===== src/logic/wbs_pkg.sv =====
// Constants, field layouts and helper functions for the write buffer slice.
// Assumes one 125 MHz fabric clock that samples all processor and memory pins.
package wbs_pkg;

  localparam int          WBS_DEPTH    = 4;
  localparam logic [2:0]  WBS_CNT_FULL = 3'h4;
  localparam logic [2:0]  WBS_CNT_LAST = 3'h3;
  localparam logic [2:0]  WBS_CNT_TWO  = 3'h2;
  localparam logic [2:0]  WBS_CNT_ONE  = 3'h1;
  localparam logic [2:0]  WBS_CNT_NONE = 3'h0;
  localparam logic [1:0]  WBS_PTR_STEP = 2'h1;
  localparam logic [1:0]  WBS_LANE_LOW = 2'h0;
  localparam int          WBS_LOW_HI   = 1;
  localparam int          WBS_HIGH_LO  = 4;
  localparam logic [1:0]  WBS_SIZE_BYTE = 2'h0;
  localparam logic [1:0]  WBS_SIZE_HALF = 2'h1;
  localparam logic [1:0]  WBS_SIZE_TRI  = 2'h2;
  localparam logic [1:0]  WBS_SIZE_WORD = 2'h3;
  localparam logic [3:0]  WBS_MASK_ALL  = 4'hF;

  typedef struct packed {
    logic       clk;
    logic       strobe;
    logic [1:0] ptr;
    logic [7:0] addr;
    logic [1:0] size;
    logic [8:0] data;
    logic [1:0] lane;
    logic       big;
    logic       oe;
    logic       ack;
  } wbs_pin_type;

  typedef struct packed {
    logic [7:0] addr;
    logic [8:0] data;
    logic [3:0] mask;
  } wbs_entry_type;

  // Bytes of the word touched by a store, indexed by address byte offset
  function automatic logic [3:0] wbs_store_mask(input logic [1:0] size, input logic [1:0] ptr);
    logic [7:0] run;
    run = {4'h0, WBS_MASK_ALL >> (WBS_SIZE_WORD - size)} << ptr;
    return run[3:0];
  endfunction

  // Offset of the first valid byte
  function automatic logic [1:0] wbs_first_byte(input logic [3:0] mask);
    logic [1:0] idx;
    idx = 2'h0;
    for (int i = WBS_DEPTH - 1; i >= 0; i--) begin
      if (mask[i]) begin
        idx = 2'(i);
      end
    end
    return idx;
  endfunction

  // Size code regenerated from the number of valid bytes
  function automatic logic [1:0] wbs_mask_size(input logic [3:0] mask);
    logic [2:0] cnt;
    cnt = 3'h0;
    for (int i = 0; i < WBS_DEPTH; i++) begin
      cnt = cnt + {2'h0, mask[i]};
    end
    return (cnt == WBS_CNT_NONE) ? WBS_SIZE_BYTE : 2'(cnt - WBS_CNT_ONE);
  endfunction

endpackage


===== src/logic/wbs_slice.sv =====
// Byte-wide slice of a four-entry posted-write buffer with byte gathering.
// Assumes all pins are asynchronous to clk_i and the processor clock is
// much slower than clk_i, so both of its edges are seen as sampled events.
`timescale 1ns/1ps
module wbs_slice
  import wbs_pkg::*;
(
  // Clock and reset
  input  wire logic       clk_i,
  input  wire logic       rst_i,
  // Processor store port
  input  wire logic       proc_clock_i,
  input  wire logic       store_strobe_i,
  input  wire logic [1:0] store_ptr_i,
  input  wire logic [7:0] store_addr_slice_in_i,
  input  wire logic [1:0] store_size_in_i,
  input  wire logic [8:0] store_byte_parity_in_i,
  output logic            buffer_full_flag_o,
  // Configuration straps
  input  wire logic [1:0] slice_lane_select_i,
  input  wire logic       byte_order_select_i,
  // Memory drain port
  input  wire logic       drain_drive_enable_i,
  input  wire logic       drain_ack_i,
  output logic            drain_request_o,
  output logic [7:0]      drain_addr_slice_o,
  output logic [8:0]      drain_word_bus_o,
  output logic [1:0]      drain_size_out_o,
  output logic            drain_oe_o
);

  wbs_pin_type   pin_raw;
  wbs_pin_type   sync1;
  wbs_pin_type   sync2;
  wbs_pin_type   sync3;
  wbs_entry_type entry [WBS_DEPTH];
  logic [2:0]    count;
  logic [2:0]    next_count;
  logic [1:0]    rd_ptr;
  logic [1:0]    wr_ptr;
  logic [1:0]    tail;
  logic          cap_pending;
  logic [1:0]    cap_ptr;
  logic [3:0]    cap_low;
  logic          rise_evt;
  logic          fall_evt;
  logic          ack_evt;
  logic          commit;
  logic          merge_ok;
  logic          append;
  logic          retire;
  logic [7:0]    new_addr;
  logic [3:0]    new_mask;
  logic [1:0]    my_byte;
  logic          mine;
  logic          lane_low;
  wbs_entry_type head;

  // Two-flop synchronisers on every pin except rst_i
  assign pin_raw = '{clk: proc_clock_i, strobe: store_strobe_i, ptr: store_ptr_i,
                     addr: store_addr_slice_in_i, size: store_size_in_i,
                     data: store_byte_parity_in_i, lane: slice_lane_select_i,
                     big: byte_order_select_i, oe: drain_drive_enable_i, ack: drain_ack_i};

  always_ff @(posedge clk_i) begin
    if (rst_i) begin
      sync1 <= '{clk: 1'b1, default: '0};
      sync2 <= '{clk: 1'b1, default: '0};
      sync3 <= '{clk: 1'b1, default: '0};
    end else begin
      sync1 <= pin_raw;
      sync2 <= sync1;
      sync3 <= sync2;
    end
  end

  assign rise_evt = sync2.clk && !sync3.clk;
  assign fall_evt = !sync2.clk && sync3.clk;
  assign ack_evt  = sync2.ack && !sync3.ack;

  // Address phase on the trailing edge
  always_ff @(posedge clk_i) begin
    if (rst_i) begin
      cap_pending <= 1'b0;
      cap_ptr     <= '0;
      cap_low     <= '0;
    end else if (fall_evt && sync2.strobe) begin
      cap_pending <= 1'b1;
      cap_ptr     <= sync2.ptr;
      cap_low     <= sync2.addr[WBS_HIGH_LO-1:0];
    end else if (rise_evt) begin
      cap_pending <= 1'b0;
    end
  end

  // Data phase on the leading edge completes the store
  assign commit   = rise_evt && cap_pending;
  assign lane_low = (sync2.lane == WBS_LANE_LOW);
  assign new_addr = {sync2.addr[7:WBS_HIGH_LO], cap_low[WBS_HIGH_LO-1:WBS_LOW_HI+1],
                     lane_low ? 2'h0 : cap_low[WBS_LOW_HI:0]};
  assign new_mask = wbs_store_mask(sync2.size, cap_ptr);
  assign my_byte  = sync2.big ? ~sync2.lane : sync2.lane;
  assign mine     = new_mask[my_byte];

  // The head is presented, so only a distinct tail that took the last store may gather
  assign tail     = wr_ptr - WBS_PTR_STEP;
  assign merge_ok = commit && (count >= WBS_CNT_TWO)
                    && (entry[tail].addr == new_addr);
  assign retire   = ack_evt && sync2.oe && (count != WBS_CNT_NONE);
  assign append   = commit && !merge_ok && ((count != WBS_CNT_FULL) || retire);

  always_comb begin
    next_count = count;
    if (append && !retire) begin
      next_count = count + WBS_CNT_ONE;
    end else if (retire && !append) begin
      next_count = count - WBS_CNT_ONE;
    end
  end

  // Entry storage
  always_ff @(posedge clk_i) begin
    if (rst_i) begin
      for (int i = 0; i < WBS_DEPTH; i++) begin
        entry[i] <= '0;
      end
    end else if (merge_ok) begin
      entry[tail].mask <= entry[tail].mask | new_mask;
      if (mine) begin
        entry[tail].data <= sync2.data;
      end
    end else if (append) begin
      entry[wr_ptr] <= '{addr: new_addr, data: mine ? sync2.data : 9'h000,
                         mask: new_mask};
    end
  end

  // Pointers and occupancy
  always_ff @(posedge clk_i) begin
    if (rst_i) begin
      count  <= WBS_CNT_NONE;
      rd_ptr <= '0;
      wr_ptr <= '0;
    end else begin
      count <= next_count;
      if (append) begin
        wr_ptr <= wr_ptr + WBS_PTR_STEP;
      end
      if (retire) begin
        rd_ptr <= rd_ptr + WBS_PTR_STEP;
      end
    end
  end

  assign buffer_full_flag_o = (count == WBS_CNT_FULL)
                              || ((count == WBS_CNT_LAST) && cap_pending);

  // Request sets on a processor rising edge, drops as soon as empty
  always_ff @(posedge clk_i) begin
    if (rst_i) begin
      drain_request_o <= 1'b0;
    end else if (next_count == WBS_CNT_NONE) begin
      drain_request_o <= 1'b0;
    end else if (rise_evt) begin
      drain_request_o <= 1'b1;
    end
  end

  // Oldest entry onto the drain outputs while enabled
  assign head = entry[rd_ptr];

  always_ff @(posedge clk_i) begin
    if (rst_i) begin
      drain_oe_o         <= 1'b0;
      drain_addr_slice_o <= '0;
      drain_word_bus_o   <= '0;
      drain_size_out_o   <= '0;
    end else begin
      drain_oe_o         <= sync2.oe;
      drain_addr_slice_o <= lane_low ? {head.addr[7:WBS_LOW_HI+1], wbs_first_byte(head.mask)}
                                     : head.addr;
      drain_word_bus_o   <= head.data;
      drain_size_out_o   <= wbs_mask_size(head.mask);
    end
  end

  // Checks
  full_when_four_a: assert property (@(posedge clk_i) disable iff (rst_i)
    (count == WBS_CNT_FULL) |-> buffer_full_flag_o)
    else $error("full flag low with every entry used");

  full_last_store_a: assert property (@(posedge clk_i) disable iff (rst_i)
    ((count == WBS_CNT_LAST) && cap_pending) |-> buffer_full_flag_o)
    else $error("full flag low while last entry is being filled");

  req_empty_low_a: assert property (@(posedge clk_i) disable iff (rst_i)
    (count == WBS_CNT_NONE) |-> !drain_request_o)
    else $error("request high with empty buffer");

  req_rise_sync_a: assert property (@(posedge clk_i) disable iff (rst_i)
    $rose(drain_request_o) |-> $past(rise_evt) && (count != WBS_CNT_NONE))
    else $error("request rose away from a processor clock edge");

  out_disabled_a: assert property (@(posedge clk_i) disable iff (rst_i)
    (!sync2.oe ##1 !sync2.oe) |-> !drain_oe_o)
    else $error("drain outputs enabled without drive enable");

  retire_count_a: assert property (@(posedge clk_i) disable iff (rst_i)
    (ack_evt && sync2.oe && (count != WBS_CNT_NONE) && !commit) |=> (count == $past(count) - WBS_CNT_ONE))
    else $error("acknowledge did not retire the presented entry");

  last_retire_drop_a: assert property (@(posedge clk_i) disable iff (rst_i)
    (ack_evt && sync2.oe && (count == WBS_CNT_ONE) && !commit) |=> !drain_request_o [*2])
    else $error("request stayed high after last entry retired");

  head_no_gather_a: assert property (@(posedge clk_i) disable iff (rst_i)
    (commit && (count == WBS_CNT_ONE) && !ack_evt) |=> (count == WBS_CNT_TWO))
    else $error("store gathered into the presented entry");

  gather_keeps_count_a: assert property (@(posedge clk_i) disable iff (rst_i)
    (merge_ok && !retire) |=> (count == $past(count)) && (entry[$past(tail)].mask != 4'h0))
    else $error("gathered store took a new entry");

  reset_clean_a: assert property (@(posedge clk_i)
    rst_i |=> (count == WBS_CNT_NONE) && !drain_request_o && !buffer_full_flag_o)
    else $error("buffer not empty after reset");

  addr_phase_take_a: assert property (@(posedge clk_i) disable iff (rst_i)
    (fall_evt && sync2.strobe) |=> cap_pending && (cap_ptr == $past(sync2.ptr)))
    else $error("byte pointer not taken on processor clock fall");

  low_nibble_take_a: assert property (@(posedge clk_i) disable iff (rst_i)
    (fall_evt && sync2.strobe) |=> (cap_low == $past(sync2.addr[WBS_HIGH_LO-1:0])))
    else $error("low address nibble not taken on processor clock fall");

  no_strobe_idle_a: assert property (@(posedge clk_i) disable iff (rst_i)
    (fall_evt && !sync2.strobe && !cap_pending) |=> !cap_pending)
    else $error("address phase started without store strobe");

  data_phase_end_a: assert property (@(posedge clk_i) disable iff (rst_i)
    rise_evt |=> !cap_pending)
    else $error("address phase left open after processor clock rise");

  append_addr_a: assert property (@(posedge clk_i) disable iff (rst_i)
    append |=> (entry[$past(wr_ptr)].addr == $past(new_addr)))
    else $error("new entry holds wrong address byte");

  append_data_a: assert property (@(posedge clk_i) disable iff (rst_i)
    (append && mine) |=> (entry[$past(wr_ptr)].data == $past(sync2.data)))
    else $error("own byte not stored in new entry");

  foreign_byte_zero_a: assert property (@(posedge clk_i) disable iff (rst_i)
    (append && !mine) |=> (entry[$past(wr_ptr)].data == 9'h000))
    else $error("byte of another slice stored in new entry");

  append_mask_a: assert property (@(posedge clk_i) disable iff (rst_i)
    append |=> (entry[$past(wr_ptr)].mask == $past(new_mask)))
    else $error("new entry holds wrong byte mask");

  lane_low_bits_a: assert property (@(posedge clk_i) disable iff (rst_i)
    (append && lane_low) |=> (entry[$past(wr_ptr)].addr[WBS_LOW_HI:0] == 2'h0))
    else $error("lane zero slice stored low address bits");

  lane_low_regen_a: assert property (@(posedge clk_i) disable iff (rst_i)
    (lane_low && head.mask[0]) |=> (drain_addr_slice_o[WBS_LOW_HI:0] == 2'h0))
    else $error("lane zero slice regenerated wrong low address bits");

  count_bound_a: assert property (@(posedge clk_i) disable iff (rst_i)
    count <= WBS_CNT_FULL)
    else $error("occupancy beyond four entries");

  full_clear_a: assert property (@(posedge clk_i) disable iff (rst_i)
    (count < WBS_CNT_LAST) |-> !buffer_full_flag_o)
    else $error("full flag high with two free entries");

  full_refuse_a: assert property (@(posedge clk_i) disable iff (rst_i)
    (commit && !merge_ok && (count == WBS_CNT_FULL) && !retire) |=> (count == WBS_CNT_FULL))
    else $error("store into full buffer changed occupancy");

  req_pending_a: assert property (@(posedge clk_i) disable iff (rst_i)
    (count != WBS_CNT_NONE) |-> drain_request_o)
    else $error("request low with pending entries");

  out_enable_follow_a: assert property (@(posedge clk_i) disable iff (rst_i)
    sync2.oe |=> drain_oe_o)
    else $error("drain outputs not enabled with drive enable");

  out_data_head_a: assert property (@(posedge clk_i) disable iff (rst_i)
    1'b1 |=> (drain_word_bus_o == $past(head.data)))
    else $error("drain data not the oldest entry");

  retire_advance_a: assert property (@(posedge clk_i) disable iff (rst_i)
    retire |=> (rd_ptr == $past(rd_ptr) + WBS_PTR_STEP))
    else $error("acknowledge did not advance to next entry");

  ack_no_oe_a: assert property (@(posedge clk_i) disable iff (rst_i)
    (ack_evt && !sync2.oe) |=> (rd_ptr == $past(rd_ptr)))
    else $error("acknowledge without drive enable retired an entry");

  ack_empty_a: assert property (@(posedge clk_i) disable iff (rst_i)
    (ack_evt && (count == WBS_CNT_NONE)) |=> (rd_ptr == $past(rd_ptr)))
    else $error("acknowledge on empty buffer moved read pointer");

  write_order_a: assert property (@(posedge clk_i) disable iff (rst_i)
    append |=> (wr_ptr == $past(wr_ptr) + WBS_PTR_STEP))
    else $error("new entry not placed after the previous one");

  gather_not_head_a: assert property (@(posedge clk_i) disable iff (rst_i)
    merge_ok |-> (tail != rd_ptr))
    else $error("gathering into the presented entry");

  gather_overwrite_a: assert property (@(posedge clk_i) disable iff (rst_i)
    (merge_ok && mine) |=> (entry[$past(tail)].data == $past(sync2.data)))
    else $error("gathered own byte did not replace earlier value");

  gather_keep_data_a: assert property (@(posedge clk_i) disable iff (rst_i)
    (merge_ok && !mine) |=> (entry[$past(tail)].data == $past(entry[tail].data)))
    else $error("gathered foreign store changed stored byte");

  size_word_a: assert property (@(posedge clk_i) disable iff (rst_i)
    (head.mask == WBS_MASK_ALL) |=> (drain_size_out_o == WBS_SIZE_WORD))
    else $error("full word entry not shown as word size");

  size_byte_a: assert property (@(posedge clk_i) disable iff (rst_i)
    (head.mask == 4'h1) |=> (drain_size_out_o == WBS_SIZE_BYTE))
    else $error("single byte entry not shown as byte size");

endmodule


===== config.mk =====
export PLATFORM = sky130hd
export DESIGN_NAME = wbs_slice
export DESIGN_NICKNAME = d
export VERILOG_FILES = /design/src/logic/wbs_pkg.sv /design/src/logic/wbs_slice.sv
export SDC_FILE = /design/constraint.sdc
export NUM_CORES = 1
export LEC_CHECK = 0
export BUFFER_PORTS_ARGS = -buffer_cell sky130_fd_sc_hd__clkbuf_2
export CAP_MARGIN = 20
export CORE_MARGIN = 4
export CORE_UTILIZATION = 55
export CTS_BUF_LIST = sky130_fd_sc_hd__clkbuf_16
export DETAILED_ROUTE_END_ITERATION = 10
export GPL_TIMING_DRIVEN = 0
export MAX_ROUTING_LAYER = met4
export PLACE_DENSITY = 0.74
export SETUP_SLACK_MARGIN = 0.4
export SYNTH_ARGS = -nofsm -noshare
export SYNTH_HDL_FRONTEND = slang
export SYNTH_SLANG_ARGS = --single-unit

===== constraint.sdc =====
create_clock -name clk_i -period 3.73 [get_ports clk_i]
set_input_delay 0.5595 -clock clk_i [delete_from_list [all_inputs] [get_ports clk_i]]
set_output_delay 0.5595 -clock clk_i [all_outputs]
set_load 0.02 [all_outputs]

==> PnR_summary.wiki, run 1 <==
{| class="wikitable"
! Metric !! Value
|-
| Number of buffers inserted during clock tree synthesis || 17
|-
| Number of buffer cells added on primary ports || 50
|-
| Post-synth design cell area || about 7500 µm²
|-
| Min cycle time layout || between 3 and 4 ns
|-
| Number of hold-slack violations in the final timing report || 0
|-
| Number of vias per cell after detailed routing || ~5.6
|-
| Most common library cell in the layout ignoring fill and taps || sky130_fd_sc_hd__dfxtp_1
|-
| Type of destination of the critical path || flop
|-
| Fraction of layout cells with a size suffix above 1 || 0.2340
|-
| Final worst clock skew || roughly 0.008 ns
|-
| Mean instance size in the synthesized netlist || 12.87 µm²
|-
| Average wire per standard cell || roughly 18 µm
|-
| Post-placement cell area || 7941 µm²
|-
| Setup Total Neg Slack || 0 ns
|-
| Total power density per cell area || approximately 460 nW/µm²
|-
| Number of enable flip-flop cells after synthesis || 84
|-
| Die Ht || about 120 µm
|-
| Part of the power in combinational logic || 0.049
|-
| Final weighted congestion in routability-driven placement || 0.8871
|-
| Total grt overflow || 0
|-
| Via count of the first global-routing pass || 4770
|-
| Htree depth || 4
|-
| Violation count after the first detailed-route iteration || ~300
|-
| Total track usage || 0.2092
|-
| Maximum achievable frequency || 303.5 MHz
|-
| Ys Warns || 0
|-
| Clk_lat worst skew || ~0.43 ns
|-
| Total Die Area || around 15000 µm²
|-
| Initial Util || 0.5636
|-
| Headroom to the max-slew limit || 0.3905
|-
| Peak supply drop || just over 0.0004 V
|-
| Share of power burned in registers || 0.538
|-
| Worst-case clock buffer depth || 2
|-
| Endpoint required time on the critical path || 3.88 ns
|-
| WL final || around 15 mm
|-
| Num Clock Sinks || 179
|-
| Power Total || around 4 mW
|-
| Core footprint || between 10000 and 15000 µm²
|-
| CP Max Fanout || 9
|-
| Outcome || finished clean
|-
| Max-cap violations || 0
|-
| First-pass GRT wire length || roughly 24 mm
|-
| Unrepaired setup endpoints after global routing || no
|-
| Pin count of the biggest net entering global routing || 17
|-
| Horiz. Die Dim || roughly 120 µm
|-
| Fraction of the yosys area taken by sequential cells || 0.5928
|-
| Number of antenna violations at the first check in global routing || 0
|-
| Worst Setup Path Type || flop to flop
|-
| Transition at the pin with the smallest max-transition slack || between 0.9 and 1 ns
|-
| Clock transition time at the flip-flop clock pins of the worst setup and hold paths || ~0.06 ns
|-
| Total non-filler cell area in the finished layout || ~8700 µm²
|-
| Synthesis-to-layout area growth || 16.21%
|-
| Internal power contribution || around 3.1 mW
|-
| Distinct cell type count after synthesis || 60
|-
| Crit share post-route || 0.8832
|-
| Leading cell types by total area after synthesis || sky130_fd_sc_hd__edfxtp_1 (34%), sky130_fd_sc_hd__dfxtp_1 (25%), sky130_fd_sc_hd__mux4_2 (8.8%)
|-
| Psw || around 0.90 mW
|-
| Total I/O pin count || between 50 and 60
|-
| HP Class || input port to flop
|-
| Minimum setup slack after placement || -0.2242 ns
|-
| Leakage component of the power || between 3 and 4 nW
|-
| Synth area leader || sky130_fd_sc_hd__edfxtp_1
|-
| Predominant post-synthesis flop cell || sky130_fd_sc_hd__dfxtp_1
|-
| Most frequent cells in the layout || sky130_fd_sc_hd__dfxtp_1 (95), sky130_fd_sc_hd__edfxtp_1 (84), sky130_fd_sc_hd__nor2b_1 (74), sky130_fd_sc_hd__clkbuf_2 (52), sky130_fd_sc_hd__and2_1 (41)
|-
| Area share of the largest cell type after synthesis || 0.3380
|-
| Vias || between 4000 and 5000
|-
| Post-synthesis instance total || 580
|-
| Cell row count || between 40 and 50
|-
| Worst hold slack || about 0.32 ns
|-
| Data arrival, critical path || ~3.4 ns
|-
| Switching Fraction || 0.2243
|-
| Number of pins exceeding their max-slew limit in the final report || 0
|-
| Proportion of synthesized flip-flops having asynchronous set or reset || 0
|-
| # setup viols final || 0
|-
| Net count, final || approximately 700
|-
| ANT nets after route || 0
|-
| Type of element launching the critical path || flop
|-
| Clock tree from TritonCTS || built
|-
| DR pass1 iterations || 4
|-
| HPWL after detailed placement || roughly 11 mm
|-
| Root buf cell || sky130_fd_sc_hd__clkbuf_16
|-
| Final antenna diode count || 0
|-
| Total nets after synthesis || 618
|-
| Seq cells post-synth || 179
|-
| DRC violation count after routing || 0
|-
| Relative contribution of the clock network to total power || 0.413
|-
| Setup slack of the critical path after layout || 0.4356 ns
|}
metrics by stage:
stage	std cells	utilization
after floorplan	580	-
after global placement	806	0.5991
after detailed placement	807	0.5997
after CTS	842	0.6483
after global routing	847	0.6550
final	847	0.6550
registers in the layout, indices dropped and copies added, names as in the netlist, 3 cells and up, named ones only:
register,flops
cap_low,4
sync2,24
drain_addr_slice_o,8
drain_word_bus_o,9
new_addr,4
sync1,28
count,3
entry,84
synthesized netlist by cell type (8+ instances only):
| cell type | count |
|---|---|
| sky130_fd_sc_hd__mux4_2 | 29 |
| sky130_fd_sc_hd__xnor2_1 | 8 |
| sky130_fd_sc_hd__inv_1 | 14 |
| sky130_fd_sc_hd__nor2_1 | 29 |
| sky130_fd_sc_hd__a21oi_1 | 18 |
| sky130_fd_sc_hd__xor2_1 | 9 |
| sky130_fd_sc_hd__clkbuf_1 | 22 |
| sky130_fd_sc_hd__nand3_1 | 8 |
| sky130_fd_sc_hd__and2_1 | 41 |
| sky130_fd_sc_hd__edfxtp_1 | 84 |
| sky130_fd_sc_hd__mux2i_1 | 14 |
| sky130_fd_sc_hd__o21ai_0 | 8 |
| sky130_fd_sc_hd__nand2_1 | 16 |
| sky130_fd_sc_hd__and3_1 | 29 |
| sky130_fd_sc_hd__nor2b_1 | 75 |
| sky130_fd_sc_hd__dfxtp_1 | 95 |
kinds of logic (layout without fill, tap and decap cells):
group | Yosys count | count (layout) | synth area share
adder cells (fa/ha/maj) | 8 | 8 | 0.01442
AO/OA/AOI/OAI | 59 | 59 | 0.05818
XOR/XNOR | 17 | 17 | 0.01995
buffers and inverters | 44 | 135 | 0.02464
flip-flops | 179 | 179 | 0.5928
multiplexers | 44 | 44 | 0.1078
AND/OR/NAND/NOR | 229 | 229 | 0.1822
layout make-up:
cell class | count | area, µm²
inverters | 14 | 52.55
repair buffers | 59 | 330.3
flip-flops and latches | 179 | 4424
fillers | 1035 | 4569
clock inverters | 14 | 98.84
clock buffers | 18 | 450.4
multi-input cells | 357 | 2955
well taps | 176 | 220.2
plain buffers | 30 | 141.4
final timing paths:
kind	to	depth (start not counted)	from	slack, ns
max reg2reg	entry[2][8]$_SDFFCE_PN0P_	10	wr_ptr[0]$_SDFFE_PP0N_	0.44
max	entry[2][8]$_SDFFCE_PN0P_	10	wr_ptr[0]$_SDFFE_PP0N_	0.44
min reg2reg	sync2[27]$_SDFF_PP1_	1	sync1[27]$_SDFF_PP1_	0.42
min	sync1[27]$_SDFF_PP1_	2	proc_clock_i	0.32
power by group through the flow:
| stage | clock network (mW) | registers, mW | logic, mW |
|---|---|---|---|
| after floorplan | 0 | 2.20 | 0.110 |
| after global placement | 0 | 2.19 | 0.178 |
| after detailed placement | 0 | 2.19 | 0.183 |
| after CTS | 1.67 | 2.15 | 0.192 |
| after global routing | 1.74 | 2.16 | 0.214 |
| final | 1.65 | 2.15 | 0.196 |
layer usage:
layer / up-vias / part of all wire / GRT usage
met4: 0 / 0.023 / 0.07930
met2: 143 / 0.51 / 0.3435
met5: - / 0 / -
met3: 33 / 0.053 / 0.03945
met1: 2303 / 0.41 / 0.2596
li1: 2233 / - / -
what timing repair did:
action | CTS | global route
buffers inserted | 3 | 5
resized for setup | 15 | 8
pin swaps | 1 | 2
setup endpoints to repair | 89 | 88
hold buffers | 0 | 0
worst max-delay path: stages, from the launching register on:
cell	delay (ns)
sky130_fd_sc_hd__dfxtp_1	0.32
sky130_fd_sc_hd__buf_6	0.17
sky130_fd_sc_hd__mux4_2	0.56
sky130_fd_sc_hd__xor2_1	0.18
sky130_fd_sc_hd__a211o_1	0.35
sky130_fd_sc_hd__a221oi_4	0.31
sky130_fd_sc_hd__a211oi_1	0.17
sky130_fd_sc_hd__a21oi_2	0.26
sky130_fd_sc_hd__buf_4	0.19
sky130_fd_sc_hd__nor4b_4	0.05
sky130_fd_sc_hd__or2_2	0.43
(Power assumes the default switching activity.)
==> inputs of run 2 (changes only) <==
--- a/config.mk
+++ b/config.mk
@@ -14,6 +14,7 @@
 export GPL_TIMING_DRIVEN = 0
 export MAX_ROUTING_LAYER = met4
 export PLACE_DENSITY = 0.74
+export REMOVE_ABC_BUFFERS = 1
 export SETUP_SLACK_MARGIN = 0.4
 export SYNTH_ARGS = -nofsm -noshare
 export SYNTH_HDL_FRONTEND = slang
==> constraint.sdc (replaced) <==
create_clock -name clk_i -period 3.73 [get_ports clk_i]
set_input_delay 0.1865 -clock clk_i [delete_from_list [all_inputs] [get_ports clk_i]]
set_output_delay 0.1865 -clock clk_i [all_outputs]
set_load 0.02 [all_outputs]
==> run 2 against run 1 <==
  * Combinational power is 6% higher
  * Largest power group unchanged
  * Critical endpoint is now entry[3][7]$_DFFE_PP_
  * Clock-buffer cell count stayed put
  * Sequential cell count stayed put
  * Largest cell class unchanged
  * Power is 1.6% lower
  * Clock power is 4% lower
  * Utilization is 1.7 points higher
  * Via count is 1.9% lower
  * Setup slack better by 0.066 ns
==> PnR_summary.wiki, run 2 (synthesized netlist as in run 1, its figures left out) <==
{| class="wikitable"
! Metric !! Value
|-
| Outcome || finished clean
|-
| Total track usage || 0.1959 (-0.01334)
|-
| Type of destination of the critical path || flop
|-
| Min cycle time layout || 3.229 ns (-0.06578 ns)
|-
| Max-cap violations || 0 (unchanged)
|-
| Initial Util || 0.5636 (unchanged)
|-
| Pin count of the biggest net entering global routing || 68 (+51)
|-
| Total I/O pin count || 52 (unchanged)
|-
| Htree depth || 4 (unchanged)
|-
| Number of vias per cell after detailed routing || 5.407 (-2.8%)
|-
| CP Max Fanout || 17 (+8)
|-
| Setup Total Neg Slack || 0 ns (unchanged)
|-
| Unrepaired setup endpoints after global routing || no
|-
| Total grt overflow || 0 (unchanged)
|-
| Worst-case clock buffer depth || 2 (unchanged)
|-
| Clock tree from TritonCTS || built
|-
| Final weighted congestion in routability-driven placement || 0.8700 (-1.9%)
|-
| Endpoint required time on the critical path || 3.92 ns (+0.04 ns)
|-
| Via count of the first global-routing pass || 4678 (-1.9%)
|-
| Worst reg2reg path depth || 10 (unchanged)
|-
| Net count, final || 704 (+1.1%)
|-
| Regs by FF count || entry (84), sync1 (28), sync2 (24)
|-
| Synthesis-to-layout area growth || 19.26%
|-
| Number of antenna violations at the first check in global routing || 0 (unchanged)
|-
| Die Ht || 124.5 µm (unchanged)
|-
| Crit path from || wr_ptr[0]$_SDFFE_PP0N_
|-
| Most common library cell in the layout ignoring fill and taps || sky130_fd_sc_hd__dfxtp_1
|-
| R2R Path End || entry[3][7]$_DFFE_PP_
|-
| Horiz. Die Dim || 124.5 µm (unchanged)
|-
| End-of-flow core utilization || 0.6721 (+0.01720)
|-
| Maximum achievable frequency || 309.7 MHz (+2.0%)
|-
| HPWL after detailed placement || 8.984 mm (-16%)
|-
| Violation count after the first detailed-route iteration || 308 (+2.3%)
|-
| Leakage component of the power || 3.515 nW (+3.3%)
|-
| Number of pins exceeding their max-slew limit in the final report || 0 (unchanged)
|-
| Headroom to the max-slew limit || 0.4627 (+0.07216)
|-
| Average wire per standard cell || 16.53 µm (-9.6%)
|-
| Data arrival, critical path || 3.42 ns (-0.02 ns)
|-
| Top register by number of flip-flops || entry
|-
| Reg-to-Reg Start || wr_ptr[0]$_SDFFE_PP0N_
|-
| Crit share post-route || 0.8656 (-0.01763)
|-
| # setup viols final || 0 (unchanged)
|-
| Busiest layer in global routing || met2
|-
| Number of buffer cells added on primary ports || 51 (+2.0%)
|-
| Vias || 4623 (-1.9%)
|-
| End point of the most critical hold path || sync2[11]$_SDFF_PP0_
|-
| Clock transition time at the flip-flop clock pins of the worst setup and hold paths || 0.06 ns (about the same)
|-
| Peak supply drop || 0.0003119 V (-24%)
|-
| Most frequent cells in the layout || sky130_fd_sc_hd__dfxtp_1 (92), sky130_fd_sc_hd__edfxtp_1 (84), sky130_fd_sc_hd__nor2b_1 (74), sky130_fd_sc_hd__clkbuf_2 (50), sky130_fd_sc_hd__and2_1 (41)
|-
| R2R setup slack || 0.50 ns (+0.07 ns)
|-
| Fraction of layout cells with a size suffix above 1 || 0.2371 (+0.003134)
|-
| WL final || 14.13 mm (-8.7%)
|-
| Area of the multi-input gates || 2954 µm² (about the same)
|-
| Total power density per cell area || 442.0 nW/µm² (-4.1%)
|-
| Met3 usage || 0.04503 (+0.005575)
|-
| Flip-flop count of the largest register, all copies and words added || 84 (unchanged)
|-
| Transition at the pin with the smallest max-transition slack || 0.8060 ns (-0.1082 ns)
|-
| Worst Setup Path Type || flop to flop
|-
| Number of buffers inserted during clock tree synthesis || 17 (unchanged)
|-
| Root buf cell || sky130_fd_sc_hd__clkbuf_16
|-
| First-pass GRT wire length || 23.28 mm (-4.7%)
|-
| Clk_lat worst skew || 0.43 ns (about the same)
|-
| Power Total || 3.934 mW (-1.6%)
|-
| Total Die Area || 15500 µm² (unchanged)
|-
| Sequential cell area in the final layout || 4433 µm² (+0.20%)
|-
| Start point of the worst hold path || rst_i
|-
| Final antenna diode count || 0 (unchanged)
|-
| DRC violation count after routing || 0 (unchanged)
|-
| ANT nets after route || 0 (unchanged)
|-
| Number of hold-slack violations in the final timing report || 0 (unchanged)
|-
| Cell row count || 42 (unchanged)
|-
| DR pass1 iterations || 4 (unchanged)
|-
| Type of element launching the critical path || flop
|-
| Core footprint || 13240 µm² (unchanged)
|-
| Met2 track demand over resource || 0.3152 (-0.02831)
|-
| Number of filler instances in the final layout || 970 (-6.3%)
|-
| HP Class || input port to flop
|-
| Global routing usage on met1 || 0.2445 (-0.01513)
|-
| Final worst clock skew || 0.008439 ns (+0.0004282 ns)
|-
| Worst Hold Depth || 2 (unchanged)
|-
| Num Clock Sinks || 179 (unchanged)
|}
[run 2: routing by layer]
layer,share of wire,vias up
li1,-,2233
met1,0.43,2241
met2,0.50,132
met3,0.054,17
met4,0.014,0
met5,0,-
[run 2: what timing repair did]
| item | in CTS | in global routing |
|---|---|---|
| setup endpoints to repair | 161 | 46 |
| buffers inserted | 13 | 0 |
| resized for setup | 21 | 4 |
| pin swaps | 5 | 0 |
| hold buffers | 28 | 0 |
| hold endpoints to repair | 28 | 0 |
[run 2: metrics by stage]
stage	setup slack, ns	cells	cell area, µm²	hold WS (ns)
final	0.5014	855	8901	0.4049
after global routing	0.4151	855	8901	0.4401
after CTS	0.4766	855	8880	0.3889
after detailed placement	-0.8054	782	7898	0.3722
after global placement	-1.117	777	7807	0.3712
after floorplan	-0.09955	550	7332	0.2556
[run 2: where the power goes]
part           internal, mW  switching [mW]
Clock                 0.871           0.707
Sequential             2.12          0.0268
Combinational        0.0992           0.108
Total                  3.09           0.841
[run 2: area by class of cell]
| type | instances | share of cell area |
|---|---|---|
| Sequential cell | 179 | 0.4980 |
| Clock buffer | 18 | 0.05060 |
| Timing Repair Buffer | 97 | 0.08111 |
| Multi-Input combinational cell | 357 | 0.3319 |
| Tap cell | 176 | 0.02474 |
| Clock inverter | 14 | 0.007731 |
| Inverter | 14 | 0.005904 |
[run 2: how the worst max path moves through the flow]
stage               slack, ns                   endpoint  depth (start not counted)
floorplan                -0.1     entry[3][10]$_DFFE_PP_                          8
global placement        -1.12     entry[3][10]$_DFFE_PP_                          8
detailed placement      -0.81      entry[3][6]$_DFFE_PP_                          8
CTS                      0.48  entry[2][8]$_SDFFCE_PN0P_                         10
global route             0.42      entry[3][6]$_DFFE_PP_                         10
finish                   0.50      entry[3][7]$_DFFE_PP_                         10
[run 2: critical path, cell delays in order, from the launching register on]
cell	delay [ns]
sky130_fd_sc_hd__dfxtp_4	0.37
sky130_fd_sc_hd__buf_16	0.17
sky130_fd_sc_hd__mux4_2	0.60
sky130_fd_sc_hd__xor2_1	0.19
sky130_fd_sc_hd__a2bb2oi_2	0.19
sky130_fd_sc_hd__a221oi_4	0.36
sky130_fd_sc_hd__a21oi_4	0.17
sky130_fd_sc_hd__a31o_4	0.34
sky130_fd_sc_hd__a21o_2	0.27
sky130_fd_sc_hd__nor2b_4	0.15
sky130_fd_sc_hd__buf_4	0.17
==> inputs of run 3 (changes only) <==
--- a/config.mk
+++ b/config.mk
@@ -5,7 +5,8 @@
 export SDC_FILE = /design/constraint.sdc
 export NUM_CORES = 1
 export LEC_CHECK = 0
-export BUFFER_PORTS_ARGS = -buffer_cell sky130_fd_sc_hd__clkbuf_2
+export ABC_AREA = 1
+export BUFFER_PORTS_ARGS = -buffer_cell sky130_fd_sc_hd__buf_4
 export CAP_MARGIN = 20
 export CORE_MARGIN = 4
 export CORE_UTILIZATION = 55
==> run 3 against run 2 <==
  * Cell area is 2.2% higher
  * Power is 7.1% higher
  * Worst hold slack worse by 0.058 ns
  * Maximum frequency is 2.4% higher
  * Setup slack better by 0.077 ns
  * First-iteration DRC count is 31% higher
  * Sequential share of layout area is 0.99 points lower
  * Critical path depth is 6 higher
  * Register-to-register slack better by 0.08 ns
  * Critical path type unchanged
  * Largest power group unchanged
  * Highest routed layer unchanged
==> PnR_summary.wiki, run 3 <==
{| class="wikitable"
! Metric !! Value
|-
| Clk_lat worst skew || 0.42 ns (about the same)
|-
| Total grt overflow || 0 (unchanged)
|-
| Synthesis-to-layout area growth || 20.65%
|-
| WL final || 15.52 mm (+9.8%)
|-
| Most frequent cells in the layout || sky130_fd_sc_hd__nor2_1 (201), sky130_fd_sc_hd__inv_1 (125), sky130_fd_sc_hd__nand2_1 (121), sky130_fd_sc_hd__dfxtp_1 (91), sky130_fd_sc_hd__edfxtp_1 (84)
|-
| Type of element launching the critical path || flop
|-
| Number of vias per cell after detailed routing || 4.981 (-7.9%)
|-
| Crit share post-route || 0.8449 (-0.02064)
|-
| Regs by FF count || entry (84), sync1 (28), sync2 (24)
|-
| Ys Warns || 0 (unchanged)
|-
| Min cycle time layout || 3.152 ns (-0.07699 ns)
|-
| Uppermost metal layer occupied by signal nets || met4
|-
| Synth area leader || sky130_fd_sc_hd__edfxtp_1
|-
| Area share of the largest cell type after synthesis || 0.3346 (-0.003366)
|-
| Endpoint required time on the critical path || 3.87 ns (-0.05 ns)
|-
| Flip-flop count of the largest register, all copies and words added || 84 (unchanged)
|-
| Leakage component of the power || 3.868 nW (+10%)
|-
| DRC violation count after routing || 0 (unchanged)
|-
| Maximum achievable frequency || 317.3 MHz (+2.4%)
|-
| Num Clock Sinks || 179 (unchanged)
|-
| Clock transition time at the flip-flop clock pins of the worst setup and hold paths || 0.06 ns (about the same)
|-
| Htree depth || 4 (unchanged)
|-
| Most common cell in the synthesized netlist || sky130_fd_sc_hd__nor2_1
|-
| Fraction of layout cells with a size suffix above 1 || 0.1485 (-0.08858)
|-
| Final antenna diode count || 0 (unchanged)
|-
| Number of buffer cells added on primary ports || 51 (unchanged)
|-
| Met3 wirelength from detailed routing || 1.180 mm (+54%)
|-
| Worst Setup Path Type || flop to flop
|-
| HPWL after detailed placement || 9.177 mm (+2.1%)
|-
| # setup viols final || 0 (unchanged)
|-
| Transition at the pin with the smallest max-transition slack || 1.067 ns (+0.2607 ns)
|-
| Total I/O pin count || 52 (unchanged)
|-
| Headroom to the max-slew limit || 0.2881 (-0.1745)
|-
| Pin count of the biggest net entering global routing || 85 (+25%)
|-
| Final worst clock skew || 0.008889 ns (+0.0004505 ns)
|-
| Proportion of synthesized flip-flops having asynchronous set or reset || 0 (unchanged)
|-
| Distinct cell type count after synthesis || 40 (-33%)
|-
| Fraction of the yosys area taken by sequential cells || 0.5869 (-0.005903)
|-
| Violation count after the first detailed-route iteration || 402 (+31%)
|-
| Vias || 5639 (+22%)
|-
| Commonest cells post-synth || sky130_fd_sc_hd__nor2_1 (203), sky130_fd_sc_hd__inv_1 (126), sky130_fd_sc_hd__nand2_1 (123)
|-
| Minimum setup slack after placement || -0.6530 ns (+0.1524 ns)
|-
| Number of antenna violations at the first check in global routing || 0 (unchanged)
|-
| Peak per-stage delay on the critical path || 0.47 ns (-0.13 ns)
|-
| Root buf cell || sky130_fd_sc_hd__clkbuf_16
|-
| Mean instance size in the synthesized netlist || 8.766 µm² (-32%)
|-
| HP Class || input port to flop
|-
| CP max-delay cell || sky130_fd_sc_hd__dfxtp_4
|-
| Average wire per standard cell || 13.71 µm (-17%)
|-
| Final weighted congestion in routability-driven placement || 0.8281 (-4.8%)
|-
| Unrepaired setup endpoints after global routing || no
|-
| Data arrival, critical path || 3.29 ns (-0.13 ns)
|-
| Setup slack of the critical path after layout || 0.5784 ns (+0.07699 ns)
|-
| Predominant post-synthesis flop cell || sky130_fd_sc_hd__dfxtp_1
|-
| Outcome || finished clean
|-
| Total track usage || 0.2077 (+0.01181)
|-
| Met2 routed WL || 7.277 mm (+3.7%)
|-
| Leading cell types by total area after synthesis || sky130_fd_sc_hd__edfxtp_1 (33%), sky130_fd_sc_hd__dfxtp_1 (25%), sky130_fd_sc_hd__nor2_1 (10%)
|-
| Initial Util || 0.5648 (+0.001187)
|-
| Die Ht || 125.1 µm (+0.47%)
|-
| Total power density per cell area || 463.2 nW/µm² (+4.8%)
|-
| First-pass GRT wire length || 25.18 mm (+8.2%)
|-
| Peak supply drop || 0.0003415 V (+9.5%)
|-
| Worst-path cell chain || inv_1 -> nand2_2 -> nand2_4 -> inv_2 -> nand2_1 -> nand3_1 -> nand2_1 -> nor2_1 -> nand3_4 -> nand4_4 -> o21ai_4 -> buf_4 -> nor2_2 -> inv_4 -> o21ai_4 -> buf_12
|-
| Most common library cell in the layout ignoring fill and taps || sky130_fd_sc_hd__nor2_1
|-
| Worst-case clock buffer depth || 2 (unchanged)
|-
| Core footprint || 13350 µm² (+0.79%)
|-
| Total Die Area || 15640 µm² (+0.94%)
|-
| R2R setup slack || 0.58 ns (+0.08 ns)
|-
| Number of hold-slack violations in the final timing report || 0 (unchanged)
|-
| ANT nets after route || 0 (unchanged)
|-
| Number of pins exceeding their max-slew limit in the final report || 0 (unchanged)
|-
| Cell row count || 42 (unchanged)
|-
| Setup Total Neg Slack || 0 ns (unchanged)
|-
| Number of buffers inserted during clock tree synthesis || 17 (unchanged)
|-
| Net count, final || 981 (+39%)
|-
| Post-synth design cell area || 7538 µm² (+1.0%)
|-
| Seq cells post-synth || 179 (unchanged)
|-
| Top register by number of flip-flops || entry
|-
| Post-synthesis instance total || 860 (+48%)
|-
| Worst hold slack || 0.3466 ns (-0.05825 ns)
|-
| Via count of the first global-routing pass || 5283 (+13%)
|-
| Clock tree from TritonCTS || built
|-
| DR pass1 iterations || 5 (+1)
|-
| Horiz. Die Dim || 125.1 µm (+0.47%)
|-
| CP Max Fanout || 14 (-3)
|-
| Number of enable flip-flop cells after synthesis || 84 (unchanged)
|-
| Max-cap violations || 0 (unchanged)
|-
| Type of destination of the critical path || flop
|-
| Metal1 wirelength || 6.755 mm (+9.9%)
|}
[run 3: cell count changes after synthesis, sizes merged, moves of 13 or more]
cell	change
inv	+115
mux2i	-13
mux4	-29
nor2	+177
nand2	+115
and2	-42
nor2b	-75
and3	-30
o21ai	+65
nand3	+13
a21oi	+15
[run 3: metrics by stage]
| stage | instance area, µm² | total power [mW] | util | std cells |
|---|---|---|---|---|
| 3_3_place_gp | 7959 | 2.417 | 0.5963 | 1052 |
| 5_1_grt | 9095 | 4.357 | 0.6814 | 1132 |
| 2_1_floorplan | 7356 | 2.326 | - | 825 |
| 6_report | 9095 | 4.213 | 0.6814 | 1132 |
| 3_5_place_dp | 7965 | 2.422 | 0.5967 | 1053 |
| 4_1_cts | 8952 | 4.218 | 0.6707 | 1120 |
[run 3: cells by family (layout without fill, tap and decap cells)]
family | count (synthesis) | count (layout) | share of synthesized area
and+or+nand+nor | 368 | 368 | 0.2028
AOI/OAI and AO/OA | 135 | 135 | 0.1006
adders and majority gates | 9 | 9 | 0.01560
buffers and inverters | 165 | 261 | 0.08929
muxes | 1 | 1 | 0.001328
DFF | 179 | 179 | 0.5869
xor gates and xnor gates | 3 | 3 | 0.003486
[run 3: repair_timing]
action                     4_1_cts  5_1_grt
setup buffers                    6       12
gates resized for setup         14       11
setup endpoints to repair      158       89
pin swaps                        2        3
hold buffers                    28        0
cloned                           1        0
hold endpoints to repair        28        0
[run 3: where the power goes]
| part | internal, mW | total, mW | switching, mW |
|---|---|---|---|
| combinational | 0.109 | 0.267 | 0.158 |
| clock | 1.06 | 1.80 | 0.738 |
| sequential | 2.12 | 2.15 | 0.0263 |
[run 3: layout make-up]
type	count	area, µm²
sequential	179	4439
inverter	130	498.0
clock inverter	15	181.4
timing repair buffer	98	832.0
timing repair inverter	1	5.005
tap	176	220.2
multi-input combinational	516	2494
clock buffer	17	425.4
fill	1041	4253
[run 3: final timing paths]
path,start,to,depth (start not counted)
hold reg to reg,sync1[16]$_SDFF_PP0_,sync2[16]$_SDFF_PP0_,2
setup / recovery,wr_ptr[1]$_SDFFE_PP0N_,entry[2][20]$_SDFFCE_PN0P_,16
setup reg to reg,wr_ptr[1]$_SDFFE_PP0N_,entry[2][20]$_SDFFCE_PN0P_,16
hold / removal,rst_i,sync1[1]$_SDFF_PP0_,2
[run 3: routing by layer]
| layer | global-route usage | up-vias |
|---|---|---|
| met2 | 0.3350 | 204 |
| met1 | 0.2615 | 2521 |
| li1 | - | 2888 |
| met3 | 0.04392 | 26 |
| met5 | - | - |
| met4 | 0.07334 | 0 |
[run 3: worst max-delay path, delay by kind of cell (launching register included)]
| family | cells | cell delay, ns |
|---|---|---|
| flops | 1 | 0.47 |
| buf+inv | 5 | 0.75 |
| simple gates | 9 | 1.30 |
| compound gates | 2 | 0.34 |
